### src/hdl/usbcr_regs.vh
// Register map, field positions, reset values and timing counts of the USB control registers
// Contract
// - Live line-state bit reads 1 while both data lines are low.
// - Engine sets packet hold and stops tokens on certain SETUP conditions.
// - Firmware clears packet hold; changes accepted only while suspend is 0.
// - Attach drives the bus supply output; cleared leaves outputs high impedance.
// - Resume bit drives resume signalling; firmware holds it 10 ms for wake-up.
// - Suspend stops operation and clocks, disables transceiver, keeps supply driven.
// - Device address resets to zero on chip reset and on bus reset.
// - Only tokens matching the 7-bit address are decoded; bit 7 reads 0.
// - Enumeration status: 00 powered, 01 default, 10 addressed, 11 configured.
// - Six endpoint directions: endpoints zero to two, each OUT and IN.
// - Enable bits decode to disabled, IN only, OUT only, IN+OUT, or +SETUP.
// - Halt with a direction enabled answers any access with STALL.
// - Engine can set or clear each endpoint halt bit.
// - Endpoint control registers reinitialise on a bus reset.
// - Bus reset flagged after 2.5 us, again only after removal and reassertion.
// - Idle flag after 3 ms constant idle; activity restarts the timer.
`ifndef USBCR_REGS_VH
`define USBCR_REGS_VH

// Register indices; the byte address is four times the index
`define USBCR_IDX_CTRL 12'h195
`define USBCR_IDX_ADDR 12'h196
`define USBCR_IDX_FWST 12'h197
`define USBCR_IDX_EP0 12'h198
`define USBCR_IDX_EP1 12'h199
`define USBCR_IDX_EP2 12'h19a

// Control register fields
`define USBCR_CTRL_SE0 5
`define USBCR_CTRL_HOLD 4
`define USBCR_CTRL_ATTACH 3
`define USBCR_CTRL_RESUME 2
`define USBCR_CTRL_SUSPEND 1

// Endpoint control fields
`define USBCR_EP_CTLDIS 3
`define USBCR_EP_OUTEN 2
`define USBCR_EP_INEN 1
`define USBCR_EP_HALT 0

// Enumeration states
`define USBCR_ENUM_POWERED 2'h0
`define USBCR_ENUM_DEFAULT 2'h1
`define USBCR_ENUM_ADDRESSED 2'h2
`define USBCR_ENUM_CONFIGURED 2'h3

// Token kinds presented by the engine
`define USBCR_PID_OUT 2'h0
`define USBCR_PID_IN 2'h1
`define USBCR_PID_SETUP 2'h2

// Reset values
`define USBCR_RST_ADDR 7'h00
`define USBCR_RST_EP 4'h0
`define USBCR_RST_FWST 8'h00

// Timing: clock period, bus reset and idle times
`define USBCR_CLK_NS 100
`define USBCR_BUSRST_NS 2500
`define USBCR_BUSRST_CYC ((`USBCR_BUSRST_NS + `USBCR_CLK_NS - 1) / `USBCR_CLK_NS)
`define USBCR_IDLE_US 3000
`define USBCR_IDLE_CYC ((`USBCR_IDLE_US * 1000) / `USBCR_CLK_NS)

`endif

### src/hdl/usbcr_ctrl_regs.v
// APB register block for USB line, power, address and endpoint control
`include "usbcr_regs.vh"
`default_nettype none

// Register map: one byte per 32-bit word, byte address is four times the index.
//   Index 195h: line and power control (live SE0, packet hold, attach, resume, suspend)
//   Index 196h: device address, seven bits, bit 7 always reads zero
//   Index 197h: firmware enumeration status byte, all eight bits stored
//   Index 198h to 19Ah: endpoint control nibbles for endpoints zero to two
// Bus timing: every access is one setup cycle and one access cycle. Ready is never
// held off, so firmware sees no wait states. Unmapped or misaligned addresses answer
// with an error and zero data, and writes to them are dropped.
// Token timing: the engine shows a token for one cycle and gets exactly one of
// accept, stall or ignore in the next cycle. The answer is decided from the register
// values that stand in the token cycle.
// Line timing: the data lines are registered once here, so every consumer sees the
// same sample. Bus reset and idle times count from that sample.
// A bus reset clears the address and all endpoint nibbles but leaves attach, resume,
// suspend and the status byte alone, so a host reset cannot detach the device.
// Packet hold is set only by the engine. Firmware can only clear it, and only while
// not suspended. Writing a one to the hold bit has no effect.
// Endpoint answers: halt with any direction enabled answers STALL before the enable
// decode is looked at. A halted endpoint with both directions off is simply disabled.
// SETUP needs both directions on and the control-disable bit off.
// Halt events from the engine override a firmware write in the same cycle, and a set
// outranks a clear, so a protocol stall is never lost.
// Pin controls are registered copies of the control bits, one cycle behind a write,
// so the pins never glitch while the bus decode settles.
// Clock gating: the engine clock enable drops while suspended. The register side keeps
// running on the system clock, so firmware can still leave suspend.
// Limitation: resume drive is gated by attach only. Firmware must leave suspend before
// it asks for resume, or the transceiver stays off.

module usbcr_ctrl_regs #(
  parameter IDLE_CYC = `USBCR_IDLE_CYC,
  parameter NUM_EP = 3
) (
  // Clock and reset
  input wire clk_sys,
  input wire rst,
  // APB slave
  input wire psel,
  input wire penable,
  input wire pwrite,
  input wire [13:0] paddr,
  input wire [31:0] pwdata,
  output reg [31:0] prdata,
  output reg pready,
  output reg pslverr,
  // USB data lines, synchronous to clk_sys
  input wire lineDp,
  input wire lineDm,
  // Engine events
  input wire setupHoldReq,
  input wire [NUM_EP-1:0] haltSet,
  input wire [NUM_EP-1:0] haltClr,
  // Token lookup from the engine
  input wire tokValid,
  input wire [6:0] tokAddr,
  input wire [1:0] tokEp,
  input wire [1:0] tokKind,
  output reg tokAccept,
  output reg tokStall,
  output reg tokIgnore,
  // Line and power control
  output reg busSupplyEn,
  output reg xcvrOutEn,
  output reg resumeDrive,
  output reg usbClkEn,
  output reg packetHold,
  // Bus detections
  output reg busResetPulse,
  output reg busIdleFlag,
  output reg [1:0] enumState
);

// Register index from a byte address, without any validity check
function [11:0] regIdx;
  input [13:0] a;
  begin
    regIdx = a[13:2];
  end
endfunction

// Allowed token kinds for one endpoint control nibble
function epAllows;
  input [3:0] ep;
  input [1:0] kind;
  begin
    case (kind)
      `USBCR_PID_IN: epAllows = ep[`USBCR_EP_INEN];
      `USBCR_PID_OUT: epAllows = ep[`USBCR_EP_OUTEN];
      `USBCR_PID_SETUP: epAllows = ep[`USBCR_EP_INEN] & ep[`USBCR_EP_OUTEN] & ~ep[`USBCR_EP_CTLDIS];
      default: epAllows = 1'b0;
    endcase
  end
endfunction

// Line sampling
reg dpQ;
reg dmQ;
wire se0 = ~dpQ & ~dmQ;
wire idleState = ~dpQ & dmQ;
wire busReset;
wire busIdle;

// Control and configuration state
reg attach;
reg resume;
reg suspend;
reg [6:0] devAddr;
reg [7:0] fwStatus;
reg [3:0] epCtl [0:NUM_EP-1];
integer i;

// APB phase decode
wire setup = psel & ~penable;
wire wrEn = psel & penable & pready & pwrite;
wire [11:0] wIdx = regIdx(paddr);
wire aligned = (paddr[1:0] == 2'h0);
wire mapped = aligned & (wIdx >= `USBCR_IDX_CTRL) & (wIdx <= `USBCR_IDX_EP2);
wire wrCtrl = wrEn & aligned & (wIdx == `USBCR_IDX_CTRL);
wire wrAddr = wrEn & aligned & (wIdx == `USBCR_IDX_ADDR);
wire wrFwst = wrEn & aligned & (wIdx == `USBCR_IDX_FWST);
wire [11:0] epOff = wIdx - `USBCR_IDX_EP0;
// Endpoint writes share one strobe; the offset picks the nibble
wire epWrAny = wrEn & aligned & (wIdx >= `USBCR_IDX_EP0) & (wIdx <= `USBCR_IDX_EP2);
// Hold may change only out of suspend, for the engine and firmware alike
wire holdSet = setupHoldReq & ~suspend;
wire holdClr = wrCtrl & ~suspend & ~pwdata[`USBCR_CTRL_HOLD];

// Bus reset and idle timing
usbcr_line_timer #(
  .RST_CYC(`USBCR_BUSRST_CYC),
  .IDLE_CYC(IDLE_CYC)
) u_timer (
  .clk_sys(clk_sys),
  .rst(rst),
  .se0(se0),
  .idleState(idleState),
  .busReset(busReset),
  .busIdle(busIdle)
);

// Line inputs taken once so reads and timers see one value
always @(posedge clk_sys or posedge rst)
begin
  if (rst)
  begin
    dpQ <= 1'b0;
    dmQ <= 1'b1;
  end
  else
  begin
    dpQ <= lineDp;
    dmQ <= lineDm;
  end
end

// Attach, resume and suspend are plain software bits
always @(posedge clk_sys or posedge rst)
begin
  if (rst)
  begin
    attach <= 1'b0;
    resume <= 1'b0;
    suspend <= 1'b0;
  end
  else if (wrCtrl)
  begin
    attach <= pwdata[`USBCR_CTRL_ATTACH];
    resume <= pwdata[`USBCR_CTRL_RESUME];
    suspend <= pwdata[`USBCR_CTRL_SUSPEND];
  end
end

// Packet hold: engine sets, software may only clear, and only out of suspend.
// A set in the clearing cycle wins so a fresh SETUP hold is never lost.
always @(posedge clk_sys or posedge rst)
begin
  if (rst)
    packetHold <= 1'b0;
  else if (holdSet)
    packetHold <= 1'b1;
  else if (holdClr)
    packetHold <= 1'b0;
end

// Device address: cleared by chip reset and by a decoded bus reset
always @(posedge clk_sys or posedge rst)
begin
  if (rst)
    devAddr <= `USBCR_RST_ADDR;
  else if (busReset)
    devAddr <= `USBCR_RST_ADDR;
  else if (wrAddr)
    devAddr <= pwdata[6:0];
end

// Firmware status byte; the library owns it, hardware only stores it
always @(posedge clk_sys or posedge rst)
begin
  if (rst)
    fwStatus <= `USBCR_RST_FWST;
  else if (wrFwst)
    fwStatus <= pwdata[7:0];
end

// Endpoint control: bus reset reinitialises, engine halt events override writes
always @(posedge clk_sys or posedge rst)
begin
  if (rst)
  begin
    for (i = 0; i < NUM_EP; i = i + 1)
      epCtl[i] <= `USBCR_RST_EP;
  end
  else if (busReset)
  begin
    for (i = 0; i < NUM_EP; i = i + 1)
      epCtl[i] <= `USBCR_RST_EP;
  end
  else
  begin
    for (i = 0; i < NUM_EP; i = i + 1)
    begin
      if (epWrAny && epOff == i)
        epCtl[i] <= pwdata[3:0];
      if (haltSet[i])
        epCtl[i][`USBCR_EP_HALT] <= 1'b1;
      else if (haltClr[i])
        epCtl[i][`USBCR_EP_HALT] <= 1'b0;
    end
  end
end

// Read data and ready are prepared in the setup cycle, so access is one cycle
always @(posedge clk_sys or posedge rst)
begin
  if (rst)
  begin
    prdata <= 32'h00000000;
    pready <= 1'b0;
    pslverr <= 1'b0;
  end
  else
  begin
    pready <= setup;
    pslverr <= setup & ~mapped;
    prdata <= 32'h00000000;
    if (setup && mapped)
    begin
      case (wIdx)
        `USBCR_IDX_CTRL:
          prdata <= {26'h0000000, se0, packetHold, attach, resume, suspend, 1'b0};
        `USBCR_IDX_ADDR: prdata <= {25'h0000000, devAddr};
        `USBCR_IDX_FWST: prdata <= {24'h000000, fwStatus};
        `USBCR_IDX_EP0: prdata <= {28'h0000000, epCtl[0]};
        `USBCR_IDX_EP1: prdata <= {28'h0000000, epCtl[1]};
        `USBCR_IDX_EP2: prdata <= {28'h0000000, epCtl[2]};
        default: prdata <= 32'h00000000;
      endcase
    end
  end
end

// Token lookup: address match, endpoint range, then halt before enables
reg [3:0] tokCtl;
reg tokMine;
reg tokHalted;
always @*
begin
  tokCtl = (tokEp < NUM_EP) ? epCtl[tokEp] : 4'h0;
  tokMine = tokValid & (tokAddr == devAddr) & (tokEp < NUM_EP);
  tokHalted = tokCtl[`USBCR_EP_HALT] & (tokCtl[`USBCR_EP_INEN] | tokCtl[`USBCR_EP_OUTEN]);
end

// Held or suspended engine answers nothing; stall outranks the enable decode
always @(posedge clk_sys or posedge rst)
begin
  if (rst)
  begin
    tokAccept <= 1'b0;
    tokStall <= 1'b0;
    tokIgnore <= 1'b0;
  end
  else
  begin
    tokAccept <= 1'b0;
    tokStall <= 1'b0;
    tokIgnore <= 1'b0;
    if (tokValid)
    begin
      if (!tokMine || suspend || packetHold)
        tokIgnore <= 1'b1;
      else if (tokHalted)
        tokStall <= 1'b1;
      else if (epAllows(tokCtl, tokKind))
        tokAccept <= 1'b1;
      else
        tokIgnore <= 1'b1;
    end
  end
end

// Pin and clock controls; suspend keeps the supply but drops transceiver and clock
always @(posedge clk_sys or posedge rst)
begin
  if (rst)
  begin
    busSupplyEn <= 1'b0;
    xcvrOutEn <= 1'b0;
    resumeDrive <= 1'b0;
    usbClkEn <= 1'b0;
  end
  else
  begin
    busSupplyEn <= attach;
    xcvrOutEn <= attach & ~suspend;
    resumeDrive <= attach & resume;
    usbClkEn <= ~suspend;
  end
end

// Detections and enumeration state pass out registered
always @(posedge clk_sys or posedge rst)
begin
  if (rst)
  begin
    busResetPulse <= 1'b0;
    busIdleFlag <= 1'b0;
    enumState <= `USBCR_ENUM_POWERED;
  end
  else
  begin
    busResetPulse <= busReset;
    busIdleFlag <= busIdle;
    enumState <= fwStatus[1:0];
  end
end

endmodule // usbcr_ctrl_regs
`default_nettype wire

### src/hdl/usbcr_line_timer.v
// Bus reset and idle detection on the sampled data lines
`include "usbcr_regs.vh"
`default_nettype none

module usbcr_line_timer #(
  parameter RST_CYC = `USBCR_BUSRST_CYC,
  parameter IDLE_CYC = `USBCR_IDLE_CYC
) (
  // Clock and reset
  input wire clk_sys,
  input wire rst,
  // Sampled line state
  input wire se0,
  input wire idleState,
  // Detections
  output reg busReset,
  output reg busIdle
);

reg [4:0] rstCnt;
reg rstSeen;
reg [15:0] idleCnt;

// Reset count saturates; the flag pulses once per SE0 episode
always @(posedge clk_sys or posedge rst)
begin
  if (rst)
  begin
    rstCnt <= 5'h00;
    rstSeen <= 1'b0;
    busReset <= 1'b0;
  end
  else
  begin
    busReset <= 1'b0;
    if (!se0)
    begin
      rstCnt <= 5'h00;
      rstSeen <= 1'b0;
    end
    else if (!rstSeen)
    begin
      if (rstCnt == RST_CYC[4:0] - 5'h01)
      begin
        busReset <= 1'b1;
        rstSeen <= 1'b1;
      end
      else
        rstCnt <= rstCnt + 5'h01;
    end
  end
end

// Any non-idle line state restarts the idle timer
always @(posedge clk_sys or posedge rst)
begin
  if (rst)
  begin
    idleCnt <= 16'h0000;
    busIdle <= 1'b0;
  end
  else if (!idleState)
  begin
    idleCnt <= 16'h0000;
    busIdle <= 1'b0;
  end
  else if (idleCnt == IDLE_CYC[15:0] - 16'h0001)
    busIdle <= 1'b1;
  else
    idleCnt <= idleCnt + 16'h0001;
end

endmodule // usbcr_line_timer
`default_nettype wire

### config.mk
export PLATFORM = sky130hd
export DESIGN_NAME = usbcr_ctrl_regs
export DESIGN_NICKNAME = d
export VERILOG_FILES = /design/src/hdl/usbcr_ctrl_regs.v /design/src/hdl/usbcr_line_timer.v
export VERILOG_INCLUDE_DIRS = /design/src /design/src/hdl
export SDC_FILE = /design/constraint.sdc
export NUM_CORES = 1
export LEC_CHECK = 0
export BUFFER_PORTS_ARGS = -buffer_cell sky130_fd_sc_hd__buf_2
export CAP_MARGIN = 20
export CORE_MARGIN = 1
export CORE_UTILIZATION = 40
export DETAILED_ROUTE_END_ITERATION = 10
export PLACE_DENSITY_LB_ADDON = 0.25
export SLEW_MARGIN = 25
export SYNTH_ARGS = -nofsm -noshare
export SYNTH_HDL_FRONTEND = slang
export SYNTH_SLANG_ARGS = --single-unit
### constraint.sdc
create_clock -name clk_sys -period 7.61 [get_ports clk_sys]
set_input_delay 1.522 -clock clk_sys [delete_from_list [all_inputs] [get_ports clk_sys]]
set_output_delay 1.522 -clock clk_sys [all_outputs]
set_load 0.01 [all_outputs]
## Word level (Yosys, flattened, before mapping)

Cells that the tools add are included.

| word-level totals | value |
|---|---|
| register bits after elaboration | 102 |
| bits of input ports | 72 |

| cells by class | value |
|---|---|
| $add $sub $neg | 3 |
| $lt $le $gt $ge | 5 |
| equality and inequality tests | 17 |
| muxes and demuxes | 47 |
| bitwise gates (word level) | 34 |
| reductions and logical operators | 19 |

Operators by type and width:

| cell | number |
|---|---|
| 12-bit by 9-bit == test with 1-bit output (second input constant) | 6 |
| 8-bit case mux with 6 select lines | 1 |
| 16-bit 2-to-1 mux | 2 |
| 1-bit 2-to-1 mux | 29 |
| 1-bit AND | 25 |
| 12-bit by 9-bit >= comparator with 1-bit output (second input constant) | 2 |
| 4-bit 2-to-1 mux | 6 |
| 16-bit by 1-bit adder with 16-bit output (second input constant) | 1 |
| 16-bit by 15-bit == test with 1-bit output (second input constant) | 1 |
| 5-bit 2-to-1 mux | 3 |
| 7-bit 2-to-1 mux | 2 |
| 12-bit by 1-bit == test with 1-bit output (second input constant) | 1 |
| 12-bit by 2-bit == test with 1-bit output (second input constant) | 1 |
| 12-bit by 9-bit less-or-equal comparator with 1-bit output (second input constant) | 1 |
| 12-bit logical NOT | 1 |
| 12-bit 2-to-1 mux | 1 |
| 4-bit nonzero test | 3 |
| 12-bit by 9-bit subtractor with 12-bit output (second input constant) | 1 |
| 2-bit nonzero test | 5 |
| 4-bit binary-select mux with 2-bit select | 1 |
| 8-bit 2-to-1 mux | 1 |
| 2-bit inequality test (second input constant) | 4 |
| 7-bit == test | 1 |
| 1-bit NOT | 7 |
| 14 further kinds | 19 |

## Longest topological paths before layout

| logic depth | value |
|---|---|
| word-level depth | 15 |
| mapped depth | 7 |
| depth with buffers taken out | 7 |

## By module

From an unflattened synthesis, not the netlist that was laid out.

| unflattened totals | value |
|---|---|
| cell total of the unflattened synthesis | 408 |
| area total of the unflattened synthesis | 4230.3 µm² |

Modules (own cells, without submodules):

| module | times used | cells each | area each (µm²) | sequential area each (µm²) |
|---|---|---|---|---|
| usbcr_ctrl_regs | 1 | 282 | 2954.1 | 1352.5 |
| usbcr_line_timer | 1 | 126 | 1276.2 | 600.6 |

## Least setup slack after synthesis

Ideal clock, no wire load.

| timing path | value |
|---|---|
| path kind | input port to flip-flop |
| start | input paddr[5] |
| end | register epCtl[4] (netlist bit) |
| arrival | 3.070 ns |
| data required time | 7.479 ns |
| slack | 4.408 ns |
| stages | 6 |
| path buffers | 0 |
| cells stage by stage | ha_1 -> nor4bb_1 -> nand2_1 -> a2111oi_0 -> a21oi_1 -> or3b_1 |

| on the way | value |
|---|---|
| longest elaborated chain between the ends | 5 |

Ends and longest elaborated chain:

| element | RTL line | text |
|---|---|---|
| start, declared | usbcr_ctrl_regs.v:45 | `input wire [13:0] paddr,` |
| branches (longest 3 deep; another with 12-bit by 9-bit subtractor with 12-bit output) | - |  |
| 1-bit logical AND (*) | usbcr_ctrl_regs.v:226 | `if (epWrAny && epOff == i)` |
| 4-bit nonzero test (no line) (*) | - |  |
| end signal, assigned by index | usbcr_ctrl_regs.v:215 | `` epCtl[i] <= `USBCR_RST_EP; `` |
| end signal, assigned by index | usbcr_ctrl_regs.v:220 | `` epCtl[i] <= `USBCR_RST_EP; `` |
| end signal, assigned by index | usbcr_ctrl_regs.v:227 | `epCtl[i] <= pwdata[3:0];` |
| end, declared | usbcr_ctrl_regs.v:113 | `reg [3:0] epCtl [0:NUM_EP-1];` |

Mark *: on every way between the ends.
A chain may end at the register's enable or synchronous reset.

## Worst setup path in the final report

| timing path | value |
|---|---|
| start | input paddr[3] |
| end | register devAddr[2] |

| on the way | value |
|---|---|
| longest elaborated chain between the ends | 3 |

Ends and longest elaborated chain:

| element | RTL line | text |
|---|---|---|
| 12-bit by 9-bit == test with 1-bit output | - |  |
| 1-bit AND | usbcr_ctrl_regs.v:123 | `` wire wrAddr = wrEn & aligned & (wIdx == `USBCR_IDX_ADDR); `` |
| 2-bit nonzero test (no line) | - |  |
| end signal, assigned | usbcr_ctrl_regs.v:193 | `` devAddr <= `USBCR_RST_ADDR; `` |
| end signal, assigned | usbcr_ctrl_regs.v:195 | `` devAddr <= `USBCR_RST_ADDR; `` |
| end signal, assigned | usbcr_ctrl_regs.v:197 | `devAddr <= pwdata[6:0];` |
| end, declared | usbcr_ctrl_regs.v:111 | `reg [6:0] devAddr;` |

No other way between the ends.

==> metrics.md <==
| Metric | Value |
|---|---|
| GRT Overall Usage | `18.0%` |
| Antenna diode count | `0` |
| Endpoints failing setup | `0` |
| Drt drc | `0` |
| Skew final | `0.00962 ns` |
| Post-CTS setup buffers | `0` |
| Clock Sinks | `78` |
| Hold Buf Count CTS | `0` |
| Placer Congestion | `0.839` |
| Synth Register Bits | `78` |
| Clock period minus worst slack | `3.42 ns` |
| Status | `finished clean` |
| Final slew viol count | `0` |
| Kind of critical path | `in -> reg` |
| Min-Delay Path Class | `reg -> reg` |
| DRT Pass-1 Iters | `4` |
| Crit path max fanout | `16` |
| First-pass GRT wire length | `14400 um` |
| Ys flop type | `dfrtp_1` |
| Cts repair resizes | `0` |
| Fin crit share | `44.9%` |
| Pre-CTS WS | `3.82 ns` |
| Count of flip-flops with a built-in enable after synthesis | `0` |
| Layout net count | `552` |
| DP Area | `0.00449 mm2` |
| Area delta synth->final | `15.4%` |
| Detail Placement HPWL | `6650 um` |
| Slew margin rel. | `36.5%` |
| CP required | `7.82 ns` |
| WL/cell | `14.9 um` |
| Max-cap violations | `0` |
| Die Span X | `103 um` |
| Io pins | `118` |
| Fillers | `921` |
| Final worst slack | `4.19 ns` |
| Post-route cell area | `0.00474 mm2` |
| Share of cells above drive strength 1 | `22.7%` |
| CORE AREA | `0.00986 mm2` |
| Final ANT Viol Nets | `0` |
| Max Buffers Root-to-Sink | `2` |
| Die height | `103 um` |
| CTS tree | `yes` |
| DR iter-0 viols | `116` |
| CP startpoint kind | `input pin` |
| Final Hold Fails | `0` |
| Most frequent cells in the layout | `dfrtp_1 (77), buf_2 (69), nor2_1 (43), conb_1 (24)` |
| Synthesized area | `0.00411 mm2` |
| Initial antenna violation count | `0` |
| Die ar. | `0.0107 mm2` |
| Least-Margin Pin Slew | `0.950 ns` |
| Leakage | `2.23 nW` |
| Highest clock rate | `0.292 GHz` |
| Total CTS buffers | `9` |
| Routed vias/inst | `5.25` |
| Async set or reset register ratio after synthesis | `100%` |
| RSZ-0062 raised after global routing | `no` |
| Via count of the first global-routing pass | `2886` |
| Largest net degree at the start of global routing | `79` |
| Clock latency on the worst-skew pair | `0.36 ns` |
| Netlist cell types | `59` |
| Commonest non-fill, non-tap cell in the layout | `dfrtp_1` |
| Reg clk slew, reported paths | `0.08 ns` |
| Port bufs | `69` |
| Seq/Total Area, Yosys | `47.6%` |
| Maximum vdd ir drop | `0.0997 mV` |
| Cells after Synth | `407` |
| Post-Route WL | `9140 um` |
| Type of destination of the critical path | `register` |
| DR vias | `3222` |
| Cell Pwr Density | `182 mW/mm2` |
| Synth warn | `0` |
| Average size of a mapped cell | `10.1 um2` |
| Initial core utilization | `41.6%` |
| Worst EP arrival | `3.63 ns` |
| GRT overflow | `0` |
| Setup TNS Final | `0 ns` |
| Root Driver | `clkbuf_8` |
| CTS HTree Levels | `3` |
| FP Rows | `36` |
==> flip-flops by register name (all words and copies together), names as in the netlist, 2 cells and up <==
register,cells
u_timer.idleCnt,16
epCtl,12
fwStatus,8
prdata,8
devAddr,7
u_timer.rstCnt,5
enumState,2
==> cell usage after synthesis (10+ instances only) <==
library cell  number  share of area (%)
mux2_2            14                3.8
nor2_1            43                3.9
xor2_1            14                3.0
o21ai_0           18                2.2
nor2b_1           10                1.5
mux2i_1           16                3.9
nand2_1           17                1.6
dfrtp_1           77                 47
inv_1             10               0.91
nand3_1           22                2.7
clkbuf_1          10               0.91
buf_4             24                4.4
a21oi_1           22                2.7
==> worst paths after layout <==
check,depth (start not counted),slack (ns),from,to
hold reg to reg,0,0.40,u_timer.busIdle,busIdleFlag
setup / recovery,5,4.19,paddr[3],devAddr[2]
max in group asynchronous,3,5.79,rst,u_timer.idleCnt[11]
min in group asynchronous,3,1.34,rst,dpQ
setup reg to reg,5,5.58,pready,epCtl[8]
hold / removal,0,0.40,u_timer.busIdle,busIdleFlag
==> cell type report <==
class	instances	area, um2	area share [%]
clock buffers	9	124	2.61
repair buffers	70	357	7.53
flip-flops and latches	78	1950	41.2
multi-input cells	307	1980	41.8
clock inverters	7	121	2.56
inverters	10	37.5	0.792
well taps	133	166	3.51
==> stage by stage <==
stage	total power, mW	std cells	hold slack (ns)	util (%)
floorplan	0.474	430	0.354	-
global placement	0.492	598	0.362	45.5
detailed placement	0.494	598	0.396	45.5
CTS	0.873	614	0.414	48.0
global route	0.901	614	0.414	48.0
finish	0.864	614	0.401	48.0
==> power breakdown <==
group / leakage [nW] / internal, mW / switching, mW / total (mW)
logic: 1.06 / 0.0219 / 0.0430 / 0.0649
clock network: 0.112 / 0.219 / 0.160 / 0.379
registers: 1.06 / 0.418 / 0.00271 / 0.420
==> cell families after synthesis <==
logic type	after synthesis	synth area share, %
AND/OR/NAND/NOR	151	20.1
flip-flops	78	47.6
AO/OA/AOI/OAI	77	12.5
buffers and inverters	45	6.31
multiplexers	30	7.74
XOR/XNOR	21	4.48
adder cells (fa/ha/maj)	4	1.22
other	1	0.0913
==> worst max-delay path, cell delays in order <==
cell and delay (ns):
buf_2 0.29, nor2b_1 0.81, nand3_1 0.63, mux2i_1 0.31
nor2_1 0.06
==> layer usage <==
metal / GRT usage [%] / wire length, um
met5: 0 / 0
met2: 27.7 / 4310
met4: 7.48 / 140
met1: 25.5 / 4300
met3: 2.69 / 391
(Power assumes the default switching activity.)
